--- src/hw/pss_pkg.sv ---
package pss_pkg;
    // Mode encodings
    localparam logic [1:0] CYC_SINGLE = 2'h0;
    localparam logic [1:0] CYC_CONT = 2'h1;
    localparam logic [1:0] CYC_HOLD = 2'h2;
    localparam logic UNIT_SEC = 1'h0;
    localparam logic UNIT_MIN = 1'h1;
    localparam logic [1:0] REC_OFF = 2'h0;
    // Stage geometry
    localparam int NUM_STAGES = 15;
    localparam int IDX_W = 4;
    localparam int DUR_W = 16;
    localparam logic [15:0] DUR_MAX = 16'h8CA0;
    localparam int MODE_DIR_BIT = 2;
    // Timing
    localparam int CLK_HZ = 100000000;
    localparam int TENTH_SEC_CYC = CLK_HZ / 10;
    localparam int TENTHS_PER_MIN_TICK = 60;
    localparam int PULSE_MS = 250;
    localparam int PULSE_CYC = (CLK_HZ / 1000) * PULSE_MS;

    typedef enum logic [1:0] {
        PSS_IDLE = 2'b00,
        PSS_RUN = 2'b01,
        PSS_PAUSE = 2'b11,
        PSS_HOLD = 2'b10
    } pss_state_t;
endpackage : pss_pkg

--- src/hw/pss_pulse_if.sv ---
`timescale 1ns/10ps
interface pss_pulse_if;
    logic fire;
    logic active;
    modport src (output fire, input active);
    modport gen (input fire, output active);
endinterface : pss_pulse_if

--- src/hw/pss_pulse.sv ---
`timescale 1ns/10ps
module pss_pulse #(
    parameter int LEN = 25000000
) (
    input wire logic mclk_in,
    input wire logic rst_in,
    pss_pulse_if.gen pif
);
    logic [31:0] cnt_reg;
    logic [31:0] cnt_next;
    logic act_reg;
    logic act_next;

    if (LEN < 1) begin : g_bad_len
        $error("LEN must be positive");
    end

    always_comb begin
        cnt_next = cnt_reg;
        act_next = act_reg;
        if (pif.fire) begin
            cnt_next = 32'(LEN - 1);
            act_next = 1'b1;
        end else if (cnt_reg != 32'h0) begin
            cnt_next = cnt_reg - 32'h1;
        end else begin
            act_next = 1'b0;
        end
    end

    always_ff @(posedge mclk_in) begin
        if (rst_in) begin
            cnt_reg <= 32'h0;
            act_reg <= 1'b0;
        end else begin
            cnt_reg <= cnt_next;
            act_reg <= act_next;
        end
    end

    assign pif.active = act_reg;
endmodule : pss_pulse

--- src/hw/pss_sequencer.sv ---
`timescale 1ns/10ps
// Behaviour
// - Mode 0 runs once then stops.
// - Mode 1 wraps to first stage forever.
// - Mode 2 holds last nonzero-frequency stage.
// - Unit 0 seconds, 1 minutes.
// - Fifteen stage durations, 0 to 3600.0.
// - Run mode code gives direction, acc set.
// - Record off: stop restarts at stage one.
// - Record on: stop pauses, run resumes; a stop in hold goes idle.
// - Rewriting cycle mode while stopped clears progress.
// - Stage end gives 250 ms pulse.
// - Cycle end gives 250 ms pulse.
module pss_sequencer #(
    parameter int TENTH_CYC = pss_pkg::TENTH_SEC_CYC,
    parameter int PULSE_LEN = pss_pkg::PULSE_CYC
) (
    // Clock and reset
    input wire logic mclk_in,
    input wire logic rst_in,
    // Settings
    input wire logic [1:0] cycle_mode_select_in,
    input wire logic cycle_mode_write_in,
    input wire logic stage_time_unit_in,
    input wire logic [1:0] record_mode_in,
    input wire logic [15*16-1:0] stage_duration_set_in,
    input wire logic [15*3-1:0] stage_run_mode_set_in,
    input wire logic [14:0] stage_freq_nonzero_in,
    // Run command
    input wire logic run_cmd_in,
    // Outputs
    output logic run_out,
    output logic [3:0] stage_index_out,
    output logic reverse_out,
    output logic [1:0] acc_set_out,
    output logic stage_end_out,
    output logic cycle_end_out
);
    localparam int N = pss_pkg::NUM_STAGES;

    if (TENTH_CYC < 1 || PULSE_LEN < 1) begin : g_bad_timing
        $error("Bad timing parameter");
    end

    function automatic logic [15:0] dur_of(input logic [3:0] i);
        logic [15:0] d;
        d = stage_duration_set_in[i*16 +: 16];
        if (d > pss_pkg::DUR_MAX) d = pss_pkg::DUR_MAX;
        return d;
    endfunction : dur_of

    function automatic logic [2:0] mode_of(input logic [3:0] i);
        return stage_run_mode_set_in[i*3 +: 3];
    endfunction : mode_of

    pss_pkg::pss_state_t st_reg, st_next;
    logic [3:0] idx_reg, idx_next, hold_reg, hold_next;
    logic [15:0] el_reg, el_next;
    logic [31:0] pre_reg, pre_next;
    logic [5:0] min_reg, min_next;
    logic run_reg, run_next, rev_reg, rev_next, done_reg, done_next;
    logic [1:0] acc_reg, acc_next;
    logic tick, stage_done, last_stage;
    logic [3:0] out_idx;

    pss_pulse_if se_if ();
    pss_pulse_if ce_if ();
    pss_pulse #(.LEN(PULSE_LEN)) u_se (
        .mclk_in(mclk_in),
        .rst_in(rst_in),
        .pif(se_if)
    );
    pss_pulse #(.LEN(PULSE_LEN)) u_ce (
        .mclk_in(mclk_in),
        .rst_in(rst_in),
        .pif(ce_if)
    );

    always_comb begin
        pre_next = pre_reg;
        min_next = min_reg;
        tick = 1'b0;
        if (st_reg == pss_pkg::PSS_IDLE) begin
            pre_next = 32'h0; // Fresh tick phase for stage one
            min_next = 6'h0;
        end else if (st_reg != pss_pkg::PSS_RUN) begin
            pre_next = pre_reg;
        end else if (pre_reg == 32'(TENTH_CYC - 1)) begin
            pre_next = 32'h0;
            // Minute mode: sixty tenth-seconds per tick
            if (stage_time_unit_in == pss_pkg::UNIT_SEC) begin
                tick = 1'b1;
            end else if (min_reg == 6'(pss_pkg::TENTHS_PER_MIN_TICK - 1)) begin
                min_next = 6'h0;
                tick = 1'b1;
            end else begin
                min_next = min_reg + 6'h1;
            end
        end else begin
            pre_next = pre_reg + 32'h1;
        end
        // Duration reached ends the stage
        stage_done = (st_reg == pss_pkg::PSS_RUN) && (el_reg >= dur_of(idx_reg));
        last_stage = (idx_reg == 4'(N - 1));
    end

    always_comb begin
        st_next = st_reg;
        idx_next = idx_reg;
        el_next = el_reg;
        hold_next = hold_reg;
        done_next = done_reg && run_cmd_in;
        se_if.fire = 1'b0;
        ce_if.fire = 1'b0;
        case (st_reg)
            pss_pkg::PSS_IDLE: begin
                if (run_cmd_in && !done_reg) st_next = pss_pkg::PSS_RUN;
            end
            pss_pkg::PSS_RUN: begin
                if (!run_cmd_in) begin
                    if (record_mode_in == pss_pkg::REC_OFF) begin
                        st_next = pss_pkg::PSS_IDLE;
                        idx_next = 4'h0;
                        el_next = 16'h0;
                    end else begin
                        st_next = pss_pkg::PSS_PAUSE;
                    end
                end else if (stage_done) begin
                    se_if.fire = 1'b1;
                    el_next = 16'h0;
                    if (stage_freq_nonzero_in[idx_reg]) hold_next = idx_reg;
                    if (!last_stage) begin
                        idx_next = idx_reg + 4'h1;
                    end else begin
                        ce_if.fire = 1'b1;
                        idx_next = 4'h0;
                        case (cycle_mode_select_in)
                            pss_pkg::CYC_CONT: st_next = pss_pkg::PSS_RUN;
                            pss_pkg::CYC_HOLD: st_next = pss_pkg::PSS_HOLD;
                            default: begin
                                st_next = pss_pkg::PSS_IDLE;
                                done_next = 1'b1;
                            end
                        endcase
                    end
                end else if (tick) begin
                    el_next = el_reg + 16'h1;
                end
            end
            pss_pkg::PSS_PAUSE: begin
                if (cycle_mode_write_in) begin
                    st_next = pss_pkg::PSS_IDLE;
                    idx_next = 4'h0;
                    el_next = 16'h0;
                end else if (run_cmd_in) begin
                    st_next = pss_pkg::PSS_RUN;
                end
            end
            pss_pkg::PSS_HOLD: begin
                if (!run_cmd_in) st_next = pss_pkg::PSS_IDLE;
            end
            default: st_next = pss_pkg::PSS_IDLE;
        endcase
        if (st_reg == pss_pkg::PSS_IDLE && cycle_mode_write_in) begin
            idx_next = 4'h0;
            el_next = 16'h0;
        end
    end

    always_comb begin
        out_idx = (st_next == pss_pkg::PSS_HOLD) ? hold_next : idx_next;
        run_next = (st_next == pss_pkg::PSS_RUN) ||
                   (st_next == pss_pkg::PSS_HOLD);
        // Direction and acc/dec set from stage code
        {rev_next, acc_next} = mode_of(out_idx);
    end

    always_ff @(posedge mclk_in) begin
        if (rst_in) begin
            st_reg <= pss_pkg::PSS_IDLE;
            idx_reg <= 4'h0;
            hold_reg <= 4'h0;
            el_reg <= 16'h0;
            pre_reg <= 32'h0;
            min_reg <= 6'h0;
            run_reg <= 1'b0;
            rev_reg <= 1'b0;
            acc_reg <= 2'h0;
            done_reg <= 1'b0;
            stage_index_out <= 4'h0;
        end else begin
            st_reg <= st_next;
            idx_reg <= idx_next;
            hold_reg <= hold_next;
            el_reg <= el_next;
            pre_reg <= pre_next;
            min_reg <= min_next;
            run_reg <= run_next;
            rev_reg <= rev_next;
            acc_reg <= acc_next;
            done_reg <= done_next;
            stage_index_out <= out_idx;
        end
    end

    assign run_out = run_reg;
    assign reverse_out = rev_reg;
    assign acc_set_out = acc_reg;
    assign stage_end_out = se_if.active;
    assign cycle_end_out = ce_if.active;

    property p_stage_adv;
        @(posedge mclk_in) disable iff (rst_in)
        (st_reg == pss_pkg::PSS_RUN && run_cmd_in && stage_done && !last_stage)
        |=> (idx_reg == $past(idx_reg) + 4'h1) && (el_reg == 16'h0);
    endproperty
    a_stage_adv: assert property (p_stage_adv) else $error("No advance");

    property p_single_stop;
        @(posedge mclk_in) disable iff (rst_in)
        (st_reg == pss_pkg::PSS_RUN && run_cmd_in && stage_done && last_stage
         && cycle_mode_select_in == pss_pkg::CYC_SINGLE)
        |=> !run_out ##1 !run_out;
    endproperty
    a_single_stop: assert property (p_single_stop) else $error("No stop");

    property p_cont_wrap;
        @(posedge mclk_in) disable iff (rst_in)
        (st_reg == pss_pkg::PSS_RUN && run_cmd_in && stage_done && last_stage
         && cycle_mode_select_in == pss_pkg::CYC_CONT)
        |=> idx_reg == 4'h0 && st_reg == pss_pkg::PSS_RUN;
    endproperty
    a_cont_wrap: assert property (p_cont_wrap) else $error("No wrap");

    property p_hold;
        @(posedge mclk_in) disable iff (rst_in)
        st_reg == pss_pkg::PSS_HOLD |-> stage_index_out == hold_reg;
    endproperty
    a_hold: assert property (p_hold) else $error("Hold index");

    property p_dir;
        @(posedge mclk_in) disable iff (rst_in)
        {reverse_out, acc_set_out} ==
            stage_run_mode_set_in[stage_index_out*3 +: 3];
    endproperty
    a_dir: assert property (p_dir) else $error("Mode code");

    property p_norec;
        @(posedge mclk_in) disable iff (rst_in)
        (st_reg == pss_pkg::PSS_RUN && !run_cmd_in
         && record_mode_in == pss_pkg::REC_OFF) |=> idx_reg == 4'h0;
    endproperty
    a_norec: assert property (p_norec) else $error("Progress kept");

    property p_rec;
        @(posedge mclk_in) disable iff (rst_in)
        (st_reg == pss_pkg::PSS_RUN && !run_cmd_in
         && record_mode_in != pss_pkg::REC_OFF)
        |=> st_reg == pss_pkg::PSS_PAUSE && $stable(idx_reg);
    endproperty
    a_rec: assert property (p_rec) else $error("No pause");

    property p_clear;
        @(posedge mclk_in) disable iff (rst_in)
        (st_reg == pss_pkg::PSS_PAUSE && cycle_mode_write_in)
        |=> idx_reg == 4'h0 && el_reg == 16'h0;
    endproperty
    a_clear: assert property (p_clear) else $error("Not cleared");

    property p_se;
        @(posedge mclk_in) disable iff (rst_in)
        se_if.fire |=> stage_end_out;
    endproperty
    a_se: assert property (p_se) else $error("No stage pulse");

    property p_ce;
        @(posedge mclk_in) disable iff (rst_in)
        ce_if.fire |=> cycle_end_out;
    endproperty
    a_ce: assert property (p_ce) else $error("No cycle pulse");

    property p_tick;
        @(posedge mclk_in) disable iff (rst_in)
        (tick && st_reg == pss_pkg::PSS_RUN && run_cmd_in && !stage_done)
        |=> el_reg == $past(el_reg) + 16'h1;
    endproperty
    a_tick: assert property (p_tick) else $error("No count");

    c_wrap: cover property (@(posedge mclk_in) disable iff (rst_in)
        ce_if.fire && cycle_mode_select_in == pss_pkg::CYC_CONT);
    c_hold: cover property (@(posedge mclk_in) disable iff (rst_in)
        st_reg == pss_pkg::PSS_HOLD);
    c_pause: cover property (@(posedge mclk_in) disable iff (rst_in)
        st_reg == pss_pkg::PSS_PAUSE ##1 st_reg == pss_pkg::PSS_RUN);
endmodule : pss_sequencer

--- config.mk ---
export PLATFORM = sky130hd
export DESIGN_NAME = pss_sequencer
export DESIGN_NICKNAME = d
export VERILOG_FILES = /design/src/hw/pss_pkg.sv /design/src/hw/pss_pulse_if.sv /design/src/hw/pss_pulse.sv /design/src/hw/pss_sequencer.sv
export SDC_FILE = /design/constraint.sdc
export NUM_CORES = 1
export LEC_CHECK = 0
export BUFFER_PORTS_ARGS = -buffer_cell sky130_fd_sc_hd__buf_2
export CAP_MARGIN = 20
export CORE_MARGIN = 1.5
export CORE_UTILIZATION = 30
export CTS_CLUSTER_SIZE = 28
export DETAILED_ROUTE_END_ITERATION = 8
export SLEW_MARGIN = 5
export SYNTH_ARGS = -nofsm -noshare
export SYNTH_HDL_FRONTEND = slang
export SYNTH_HIERARCHICAL = 1
export SYNTH_SLANG_ARGS = --single-unit
export TNS_END_PERCENT = 50
--- constraint.sdc ---
create_clock -name mclk_in -period 17.6 [get_ports mclk_in]
set_input_delay 3.52 -clock mclk_in [delete_from_list [all_inputs] [get_ports mclk_in]]
set_output_delay 3.52 -clock mclk_in [all_outputs]
set_load 0.005 [all_outputs]
==> flow_metrics.py, run 1 <==
metrics = {
    "status": {
        "status": "finished, final reports clean",
    },
    "critical_path": {
        "rr_endpoint": "acc_set_out[0]",
        "reg2reg_depth": 27,
        "crit_path_max_fanout": 12,
        "required_ns": 17.88,
        "startpoint_type": "primary input",
        "worst_setup_path_end_kind": "register",
        "rrSetupSlack_ns": 10.01,
        "crit_end": "acc_set_out[0]",
        "worstSetupPathType": "primary input to register",
        "startpoint": "stage_duration_set_in[114]",
        "timing.rr.start": "idx_reg[0]",
        "cp_data_arrival_time_ns": 9.42,
    },
    "power": {
        "pwr-share-clk_pct": 25.4,
        "switching_share_pct": 39.8,
        "ir_drop_v": 0.0000895,
        "internal_power_mw": 0.896,
        "power_density_nw_per_um2": 122,
        "power.switching_mw": 0.594,
        "power.leakage_nw": 4.95,
        "p_seq_share_pct": 31.4,
        "comb_power_share_pct": 43.2,
    },
    "clock_tree": {
        "cts_buffers": 17,
        "h-tree-depth": 4,
        "cts_buffer_depth": 2,
        "cts_tree": "built",
        "clock-root-buffer": "clkbuf_16",
        "clk_latency_ns": 0.42,
        "cts_setup_buffers": 0,
        "clk_pin_slew_ns": 0.06,
        "numClockSinks": 139,
        "hold_buffers": 0,
        "cts_resized": 0,
    },
    "cells_and_area": {
        "layout_commonest_cell": "buf_2",
        "layout_common_cells": "318 x buf_2, 136 x dfxtp_1, 106 x nor2_1",
        "areaGrowthSynthToFinish_pct": 25.6,
        "drive_gt1_share_pct": 36.0,
        "nNetsFinal": 1652,
    },
    "timing": {
        "layout_min_cycle_time_ns": 9.14,
        "period_share_pct": 51.9,
        "tns_ns": 0,
        "finalSetupViolCount": 0,
        "finalClockSkew_ns": 0.0112,
        "rsz0062_at_grt": "false",
        "slew_violations": 0,
        "hold_ws_ns": 0.494,
        "hold_viol": 0,
        "max_slew_margin_pct": 31.9,
        "fmax_mhz": 109,
        "tightest_slew_ns": 1.01,
    },
    "yosys": {
        "syn_nets": 1374,
        "ys_async_sr_fraction_pct": 0,
        "synth_cells": 1037,
        "avgSynthCellArea_sq_um": 9.34,
        "seq_area_frac_synth_pct": 28.7,
        "yosys_warnings": 6,
        "synth_area_sq_um": 9690,
        "synth_top_flop_cell": "dfxtp_1",
        "synth-edff-count": 0,
        "ys_types": 79,
        "synth-seq-cells": 139,
    },
    "global_route": {
        "grt_pass1_vias": 9011,
        "antenna_found_initial": 3,
        "grt_first_pass_wirelength_um": 47900,
        "grt_max_degree": 76,
        "grt_use_total_pct": 18.4,
        "grt_overflow_total": 0,
    },
    "routing": {
        "drc_errors": 0,
        "vias": 9208,
        "firstDrtPassIters": 5,
        "wire_per_inst_um": 17.9,
        "postRouteWirelength_um": 31000,
        "first_iter_violations": 484,
        "avgViaCountPerCell": 5.31,
        "route.antenna.remaining_nets": 0,
    },
    "floorplan": {
        "fp.dieH_um": 183,
        "start_util_pct": 30.6,
        "die_area_sq_um": 33400,
        "io_pins": 319,
        "die_w_um": 183,
        "row_count": 65,
        "coreArea_sq_um": 31600,
    },
    "hold_path": {
        "hold_class": "register to register",
    },
    "placed_design": {
        "post-dp-hpwl_um": 24000,
        "port_buffers": 318,
        "gp_congestion": 0.870,
    },
    "flow_run": {
        "max_cap_viol_count": 0,
    },
}
logic make-up after synthesis:
kind of cell	count (synthesis)	synth area share [%]
AOI/OAI and AO/OA	214	14.4
xor gates and xnor gates	74	6.69
adders and majority gates	28	3.62
buffers and inverters	83	4.12
DFF	139	28.7
muxes	116	20.3
and+or+nand+nor	383	22.2
through the flow:
step           cell area (sq um)  utilization, %  total power, mW  cells  setup slack, ns
3_3_place_gp               11500            36.3             1.09   1696             8.21
6_report                   12200            38.5             1.49   1733             8.46
3_5_place_dp               11500            36.3             1.11   1696             8.07
2_1_floorplan               9690               -            0.971   1037             9.10
4_1_cts                    12100            38.3             1.49   1728             8.54
5_1_grt                    12200            38.5             1.60   1732             8.05
worst max-delay path: stages:
cell      delay (ns)
buf_2           0.11
mux4_2          0.50
mux4_2          0.52
nor4_1          0.30
a21oi_1         0.10
o21ai_0         0.19
a21oi_1         0.11
nor2_1          0.28
nand2_1         0.10
ha_1            0.28
nand2_1         0.04
or3_1           0.35
o221ai_2        0.32
a21bo_2         0.25
nand4b_1        0.10
a31o_2          0.26
nor2_1          0.11
ha_1            0.26
inv_1           0.10
nand2_1         0.09
o22a_1          0.60
and2b_1         0.34
a221oi_1        0.33
a31o_1          0.17
a211oi_1        0.07
synthesized netlist by cell type (all sizes together), types with 23 or more instances:
| master | count | area, sq um |
|---|---|---|
| mux4 | 63 | 1420 |
| dfxtp | 139 | 2780 |
| nand2 | 79 | 304 |
| mux2i | 44 | 440 |
| nand4 | 23 | 156 |
| nor2 | 106 | 398 |
| a21oi | 68 | 359 |
| buf | 29 | 196 |
| clkbuf | 36 | 135 |
| o21ai | 59 | 303 |
| or3 | 24 | 155 |
| xor2 | 64 | 561 |
| ha | 28 | 350 |
final cells by class:
cell class / instances / area (sq um)
inverter: 18 / 67.6
sequential: 139 / 2790
fill: 3194 / 19500
tap: 402 / 503
timing repair buffer: 324 / 1660
clock inverter: 10 / 136
multi-input combinational: 815 / 6510
antenna: 3 / 7.51
clock buffer: 22 / 495
worst min path at each step:
stage                      from               end  slack, ns  cells past startpoint
2_1_floorplan  u_ce/cnt_reg[31]  u_ce/cnt_reg[31]       0.45                      2
4_1_cts        u_ce/cnt_reg[15]  u_ce/cnt_reg[15]       0.50                      2
3_3_place_gp    u_se/pif.active   u_se/pif.active       0.47                      2
5_1_grt        u_se/cnt_reg[15]  u_se/cnt_reg[15]       0.53                      2
3_5_place_dp    u_se/pif.active   u_se/pif.active       0.48                      2
6_report       u_ce/cnt_reg[15]  u_ce/cnt_reg[15]       0.49                      2
routing by layer:
layer	track usage, %	wire length, um
met5	0	0
met4	8.26	1090
met3	3.51	1700
met2	30.8	14600
met1	22.9	13700
power by group through the flow:
| stage | clock (mW) | combinational [mW] | sequential (mW) |
|---|---|---|---|
| detailed placement | 0 | 0.635 | 0.473 |
| floorplan | 0 | 0.517 | 0.455 |
| CTS | 0.387 | 0.640 | 0.467 |
| global placement | 0 | 0.625 | 0.470 |
| global route | 0.401 | 0.721 | 0.480 |
| finish | 0.378 | 0.644 | 0.468 |
(Power assumes the default switching activity.)
==> run 2: changes to the inputs <==
==> constraint.sdc (replaced) <==
create_clock -name mclk_in -period 7.3 [get_ports mclk_in]
set_input_delay 1.46 -clock mclk_in [delete_from_list [all_inputs] [get_ports mclk_in]]
set_output_delay 1.46 -clock mclk_in [all_outputs]
set_load 0.005 [all_outputs]
==> flow_metrics.py, run 2 (synthesis results as in run 1) <==
metrics = {
    "status": {
        "status": "finished, final reports clean",
    },
    "global_route": {
        "antenna_found_initial": 3,
        "grt_first_pass_wirelength_um": 47400,
        "grt_overflow_total": 0,
        "grt_max_degree": 64,
        "grt_pass1_vias": 8838,
        "grt_use_total_pct": 18.1,
    },
    "routing": {
        "drc_errors": 0,
        "avgViaCountPerCell": 5.30,
        "firstDrtPassIters": 4,
        "wire_per_inst_um": 17.9,
        "first_iter_violations": 573,
        "route.antenna.remaining_nets": 0,
        "vias": 9252,
        "postRouteWirelength_um": 31200,
    },
    "timing": {
        "max_slew_margin_pct": 36.1,
        "slew_violations": 0,
        "hold_ws_ns": 0.490,
        "rsz0062_at_grt": "false",
        "period_share_pct": 93.4,
        "finalClockSkew_ns": 0.0143,
        "tns_ns": 0,
        "layout_min_cycle_time_ns": 6.82,
        "hold_viol": 0,
        "tightest_slew_ns": 0.943,
        "finalSetupViolCount": 0,
        "fmax_mhz": 147,
    },
    "placed_design": {
        "gp_congestion": 0.898,
        "dp_cells": 1709,
        "port_buffers": 318,
        "post-dp-hpwl_um": 24100,
        "place_area_sq_um": 11600,
    },
    "clock_tree": {
        "cts_buffers": 17,
        "cts_buffer_depth": 2,
        "clock-root-buffer": "clkbuf_16",
        "clk_pin_slew_ns": 0.06,
        "cts_tree": "built",
        "numClockSinks": 139,
        "clk_latency_ns": 0.43,
        "h-tree-depth": 4,
    },
    "critical_path": {
        "worstSetupPathType": "primary input to register",
        "required_ns": 7.64,
        "crit_path_max_fanout": 9,
        "cp_data_arrival_time_ns": 7.16,
        "startpoint_type": "primary input",
        "timing.rr.start": "idx_reg[0]",
        "startpoint": "stage_duration_set_in[114]",
        "worst_setup_path_end_kind": "register",
    },
    "power": {
        "comb_power_share_pct": 43.3,
        "pwr-share-clk_pct": 25.3,
        "switching_share_pct": 40.9,
        "ir_drop_v": 0.000272,
        "p_seq_share_pct": 31.4,
        "power.switching_mw": 1.47,
        "power_density_nw_per_um2": 292,
        "internal_power_mw": 2.12,
        "power.leakage_nw": 5.02,
    },
    "cells_and_area": {
        "drive_gt1_share_pct": 36.7,
        "final_util_pct": 38.9,
        "areaGrowthSynthToFinish_pct": 26.9,
        "final_area_sq_um": 12300,
        "nNetsFinal": 1665,
        "finalNonFillerCells": 1746,
        "layout_commonest_cell": "buf_2",
        "layout_common_cells": "318 x buf_2, 136 x dfxtp_1, 106 x nor2_1",
    },
    "floorplan": {
        "coreArea_sq_um": 31600,
        "fp.dieH_um": 183,
        "io_pins": 319,
        "die_w_um": 183,
        "start_util_pct": 30.6,
        "die_area_sq_um": 33400,
        "row_count": 65,
    },
    "hold_path": {
        "hp-start": "u_ce/cnt_reg[31]",
        "hold_class": "register to register",
    },
    "flow_run": {
        "max_cap_viol_count": 0,
    },
}
## run 2: changes by cell type in the layout (fill, tap and decap cells not counted), sizes merged
cell and change:
buf +13, clkbuf -5, clkinv +2, clkinvlp -1
inv +4
## run 2: stage by stage
step | setup slack, ns | total power [mW]
final | 0.482 | 3.59
after global routing | 0.0486 | 3.83
after floorplan | 0.862 | 2.34
after global placement | 0.0974 | 2.65
after detailed placement | 0.0811 | 2.68
after CTS | 0.522 | 3.60
## run 2: per-layer routing
metal  GRT usage [%]  up-vias  wire (um)  part of all wire (%)
met3            3.47       42       1680                   5.4
met1            22.5     4441      13500                    43
li1                -     4495          -                     -
met2            30.9      274      15000                    48
met4            6.98        0        949                   3.0
met5               0        -          0                     0
## run 2: final timing paths
path	endpoint	slack (ns)	cells after the start
setup reg to reg	acc_set_out[1]	0.79	22
setup / recovery	acc_set_out[1]	0.48	25
hold / removal	u_ce/cnt_reg[31]	0.49	2
hold reg to reg	u_ce/cnt_reg[31]	0.49	2
## run 2: timing repair
item	4_1_cts	5_1_grt
setup buffers	0	1
gates resized for setup	0	0
hold buffers	0	0
endpoints found under the setup margin	0	2
## run 2: power by group through the flow
stage | registers, mW | logic [mW] | clock network (mW)
3_3_place_gp | 1.13 | 1.51 | 0
2_1_floorplan | 1.10 | 1.25 | 0
5_1_grt | 1.15 | 1.72 | 0.963
3_5_place_dp | 1.14 | 1.54 | 0
4_1_cts | 1.12 | 1.55 | 0.930
6_report | 1.13 | 1.56 | 0.907
## run 2: final cells by class
type | instances | area [sq um]
fill | 3187 | 19300
multi-input combinational | 815 | 6510
sequential | 139 | 2790
timing repair buffer | 337 | 1800
tap | 402 | 503
clock buffer | 17 | 425
clock inverter | 15 | 189
inverter | 18 | 67.6
antenna | 3 | 7.51
## run 2: critical path, stage by stage
cell	delay, ns
buf_2	0.12
mux4_2	0.51
mux4_2	0.53
nor4_1	0.29
a21oi_1	0.09
o21ai_0	0.17
a21oi_1	0.10
nor2_1	0.26
nand2_1	0.10
ha_1	0.28
nand2_1	0.07
or3_1	0.33
o221ai_2	0.32
a21bo_2	0.24
nand4b_1	0.10
a31o_2	0.26
nor2_1	0.11
ha_1	0.26
inv_1	0.10
nand2_1	0.09
o22a_1	0.38
and2b_1	0.31
a22oi_1	0.34
a21oi_1	0.15
a211oi_1	0.20
==> run 3: changes to the inputs <==
--- a/config.mk
+++ b/config.mk
@@ -5,12 +5,15 @@
 export SDC_FILE = /design/constraint.sdc
 export NUM_CORES = 1
 export LEC_CHECK = 0
+export ABC_AREA = 1
 export BUFFER_PORTS_ARGS = -buffer_cell sky130_fd_sc_hd__buf_2
 export CAP_MARGIN = 20
+export CORE_ASPECT_RATIO = 1.1
 export CORE_MARGIN = 1.5
 export CORE_UTILIZATION = 30
 export CTS_CLUSTER_SIZE = 28
 export DETAILED_ROUTE_END_ITERATION = 8
+export REMOVE_ABC_BUFFERS = 1
 export SLEW_MARGIN = 5
 export SYNTH_ARGS = -nofsm -noshare
 export SYNTH_HDL_FRONTEND = slang
==> flow_metrics.py, run 3 <==
metrics = {
    "floorplan": {
        "start_util_pct": 30.5,
        "coreArea_sq_um": 37300,
        "fp.dieH_um": 207,
        "io_pins": 319,
        "die_area_sq_um": 39200,
        "row_count": 74,
        "die_w_um": 189,
    },
    "cells_and_area": {
        "final_area_sq_um": 13900,
        "nNetsFinal": 2502,
        "finalNonFillerCells": 2684,
        "layout_commonest_cell": "nand2_1",
        "areaGrowthSynthToFinish_pct": 22.3,
        "layout_common_cells": "384 x nand2_1, 318 x buf_2, 302 x nor2_1",
        "fillers": 4111,
        "drive_gt1_share_pct": 22.7,
    },
    "yosys": {
        "synth_top_family_by_area": "simple AND/OR/NAND/NOR gates",
        "synth_area_leaders": "dfxtp_1 24%, nand2_1 13%, nor2_1 9.9%, nand3_1 7.8%, o21ai_0 6.5%",
        "synth_most_common_cell": "nand2_1",
        "synth-seq-cells": 139,
        "ys_async_sr_fraction_pct": 0,
        "synth_top_flop_cell": "dfxtp_1",
        "synth_cells": 1884,
        "avgSynthCellArea_sq_um": 6.05,
        "synth_adder_area_share_pct": 3.07,
        "synth_compound_area_share_pct": 16.9,
        "synthTopCellsByCount": "385 x nand2_1, 302 x nor2_1, 195 x inv_1",
        "synth_area_sq_um": 11400,
        "ys_types": 50,
        "synth_top_area_share_pct": 24.4,
        "synth_xor_xnor_area_share_pct": 2.15,
        "yosys_warnings": 6,
        "yosys.area_share.simple_pct": 42.5,
        "synth-edff-count": 0,
        "synth_top_cell_by_area": "dfxtp_1",
        "seq_area_frac_synth_pct": 24.4,
        "synth.area.mux_share_pct": 0,
    },
    "routing": {
        "postRouteWirelength_um": 47000,
        "wire_per_inst_um": 17.5,
        "route.antenna.remaining_nets": 0,
        "firstDrtPassIters": 6,
        "first_iter_violations": 1020,
        "vias": 13700,
        "avgViaCountPerCell": 5.11,
        "drc_errors": 0,
    },
    "flow_run": {
        "max_cap_viol_count": 0,
    },
    "clock_tree": {
        "clk_pin_slew_ns": 0.06,
        "cts_setup_buffers": 0,
        "clk_latency_ns": 0.43,
        "cts_tree": "built",
        "cts_buffer_depth": 2,
        "numClockSinks": 139,
        "cts_buffers": 17,
        "clock-root-buffer": "clkbuf_16",
        "h-tree-depth": 4,
    },
    "critical_path": {
        "cp_data_arrival_time_ns": 6.84,
        "required_ns": 7.62,
        "startpoint_type": "register",
        "slowest_delay_ns": 0.56,
        "cp_slowest_cell": "dfxtp_1",
        "crit_path_max_fanout": 24,
        "crit_top_cell": "nand2_1",
        "worst_setup_path_end_kind": "register",
        "worstSetupPathType": "register to register",
    },
    "placed_design": {
        "dp_cells": 2640,
        "port_buffers": 318,
        "gp_congestion": 0.982,
        "place_area_sq_um": 13300,
        "post-dp-hpwl_um": 37200,
    },
    "global_route": {
        "antenna_found_initial": 19,
        "grt_first_pass_wirelength_um": 72300,
        "grt_use_total_pct": 23.6,
        "grt_overflow_total": 0,
        "grt_pass1_vias": 13200,
        "grt_max_degree": 68,
    },
    "timing": {
        "fmax_mhz": 153,
        "period_share_pct": 89.3,
        "finalSetupViolCount": 0,
        "hold_viol": 0,
        "slew_violations": 0,
        "finalClockSkew_ns": 0.0111,
        "layout_min_cycle_time_ns": 6.52,
        "tns_ns": 0,
        "tightest_slew_ns": 1.03,
        "rsz0062_at_grt": "false",
        "max_slew_margin_pct": 31.0,
    },
    "power": {
        "power.leakage_nw": 6.36,
        "ir_drop_v": 0.000163,
        "power_density_nw_per_um2": 309,
        "power_mw": 4.31,
    },
    "hold_path": {
        "hold_class": "register to register",
    },
    "status": {
        "status": "finished, final reports clean",
    },
}
==> run 3: cell types whose count changed in the layout (fill, tap and decap cells not counted), moves of 44 or more <==
| cell | previous run | this run |
|---|---|---|
| inv_1 | 16 | 195 |
| mux2i_1 | 44 | 0 |
| mux4_2 | 63 | 0 |
| nand2_1 | 76 | 384 |
| nand3_1 | 18 | 177 |
| nor2_1 | 106 | 302 |
| o21ai_0 | 51 | 149 |
| xor2_1 | 64 | 13 |
==> run 3: metal layers <==
metal / track usage [%] / up-vias / share of wire, %
li1: - / 6803 / -
met1: 30.0 / 6356 / 44
met4: 6.87 / 14 / 2.1
met5: 0 / - / 0.19
met3: 5.95 / 80 / 7.4
met2: 39.1 / 470 / 46
==> run 3: report_power, final <==
group	total (mW)	internal [mW]	switching (mW)
combinational	2.37	0.808	1.56
sequential	1.08	0.913	0.163
clock	0.866	0.485	0.381
total	4.31	2.21	2.11
==> run 3: final timing paths <==
kind	start	endpoint	slack, ns	depth (start not counted)
min	hold_reg[3]	hold_reg[3]	0.48	2
max	idx_reg[1]	reverse_out	0.78	36
max reg2reg	idx_reg[1]	reverse_out	0.78	36
min reg2reg	hold_reg[3]	hold_reg[3]	0.48	2
==> run 3: cells by family (layout without fill, tap and decap cells) <==
group | after synthesis | count (layout)
other | 0 | 12
AND/OR/NAND/NOR | 1072 | 1072
buffers and inverters | 293 | 587
flip-flops | 139 | 139
AO/OA/AOI/OAI | 324 | 324
adder cells (fa/ha/maj) | 28 | 28
XOR/XNOR | 28 | 28
==> run 3: cell type report <==
cell class	count	area, sq um	area share, %
antenna	12	30.0	0.215
clock buffer	18	439	3.15
clock inverter	14	138	0.987
inverter	215	807	5.79
multi-input combinational	1452	7360	52.8
sequential	139	2780	20.0
tap	494	618	4.43
timing repair buffer	340	1760	12.6
==> run 3: what timing repair did <==
item | CTS | global route
gates resized for setup | 0 | 3
hold buffers | 0 | 0
setup endpoints to repair | 0 | 4
==> run 3: critical path, delay by kind of cell (launching register included) <==
| kind | cells | cell delay (ns) |
|---|---|---|
| buffers and inverters | 4 | 0.69 |
| AND/OR/NAND/NOR | 24 | 3.23 |
| adder cells (fa/ha/maj) | 2 | 0.51 |
| flip-flops | 1 | 0.56 |
| AO/OA/AOI/OAI | 6 | 1.39 |
==> run 3: stage by stage <==
stage          utilization [%]  setup WS, ns  hold slack [ns]
2_1_floorplan                -         0.319            0.437
3_3_place_gp              35.7         0.410            0.458
3_5_place_dp              35.7         0.311            0.467
4_1_cts                   37.3         0.484            0.476
5_1_grt                   37.3         0.136            0.517
6_report                  37.4         0.779            0.481
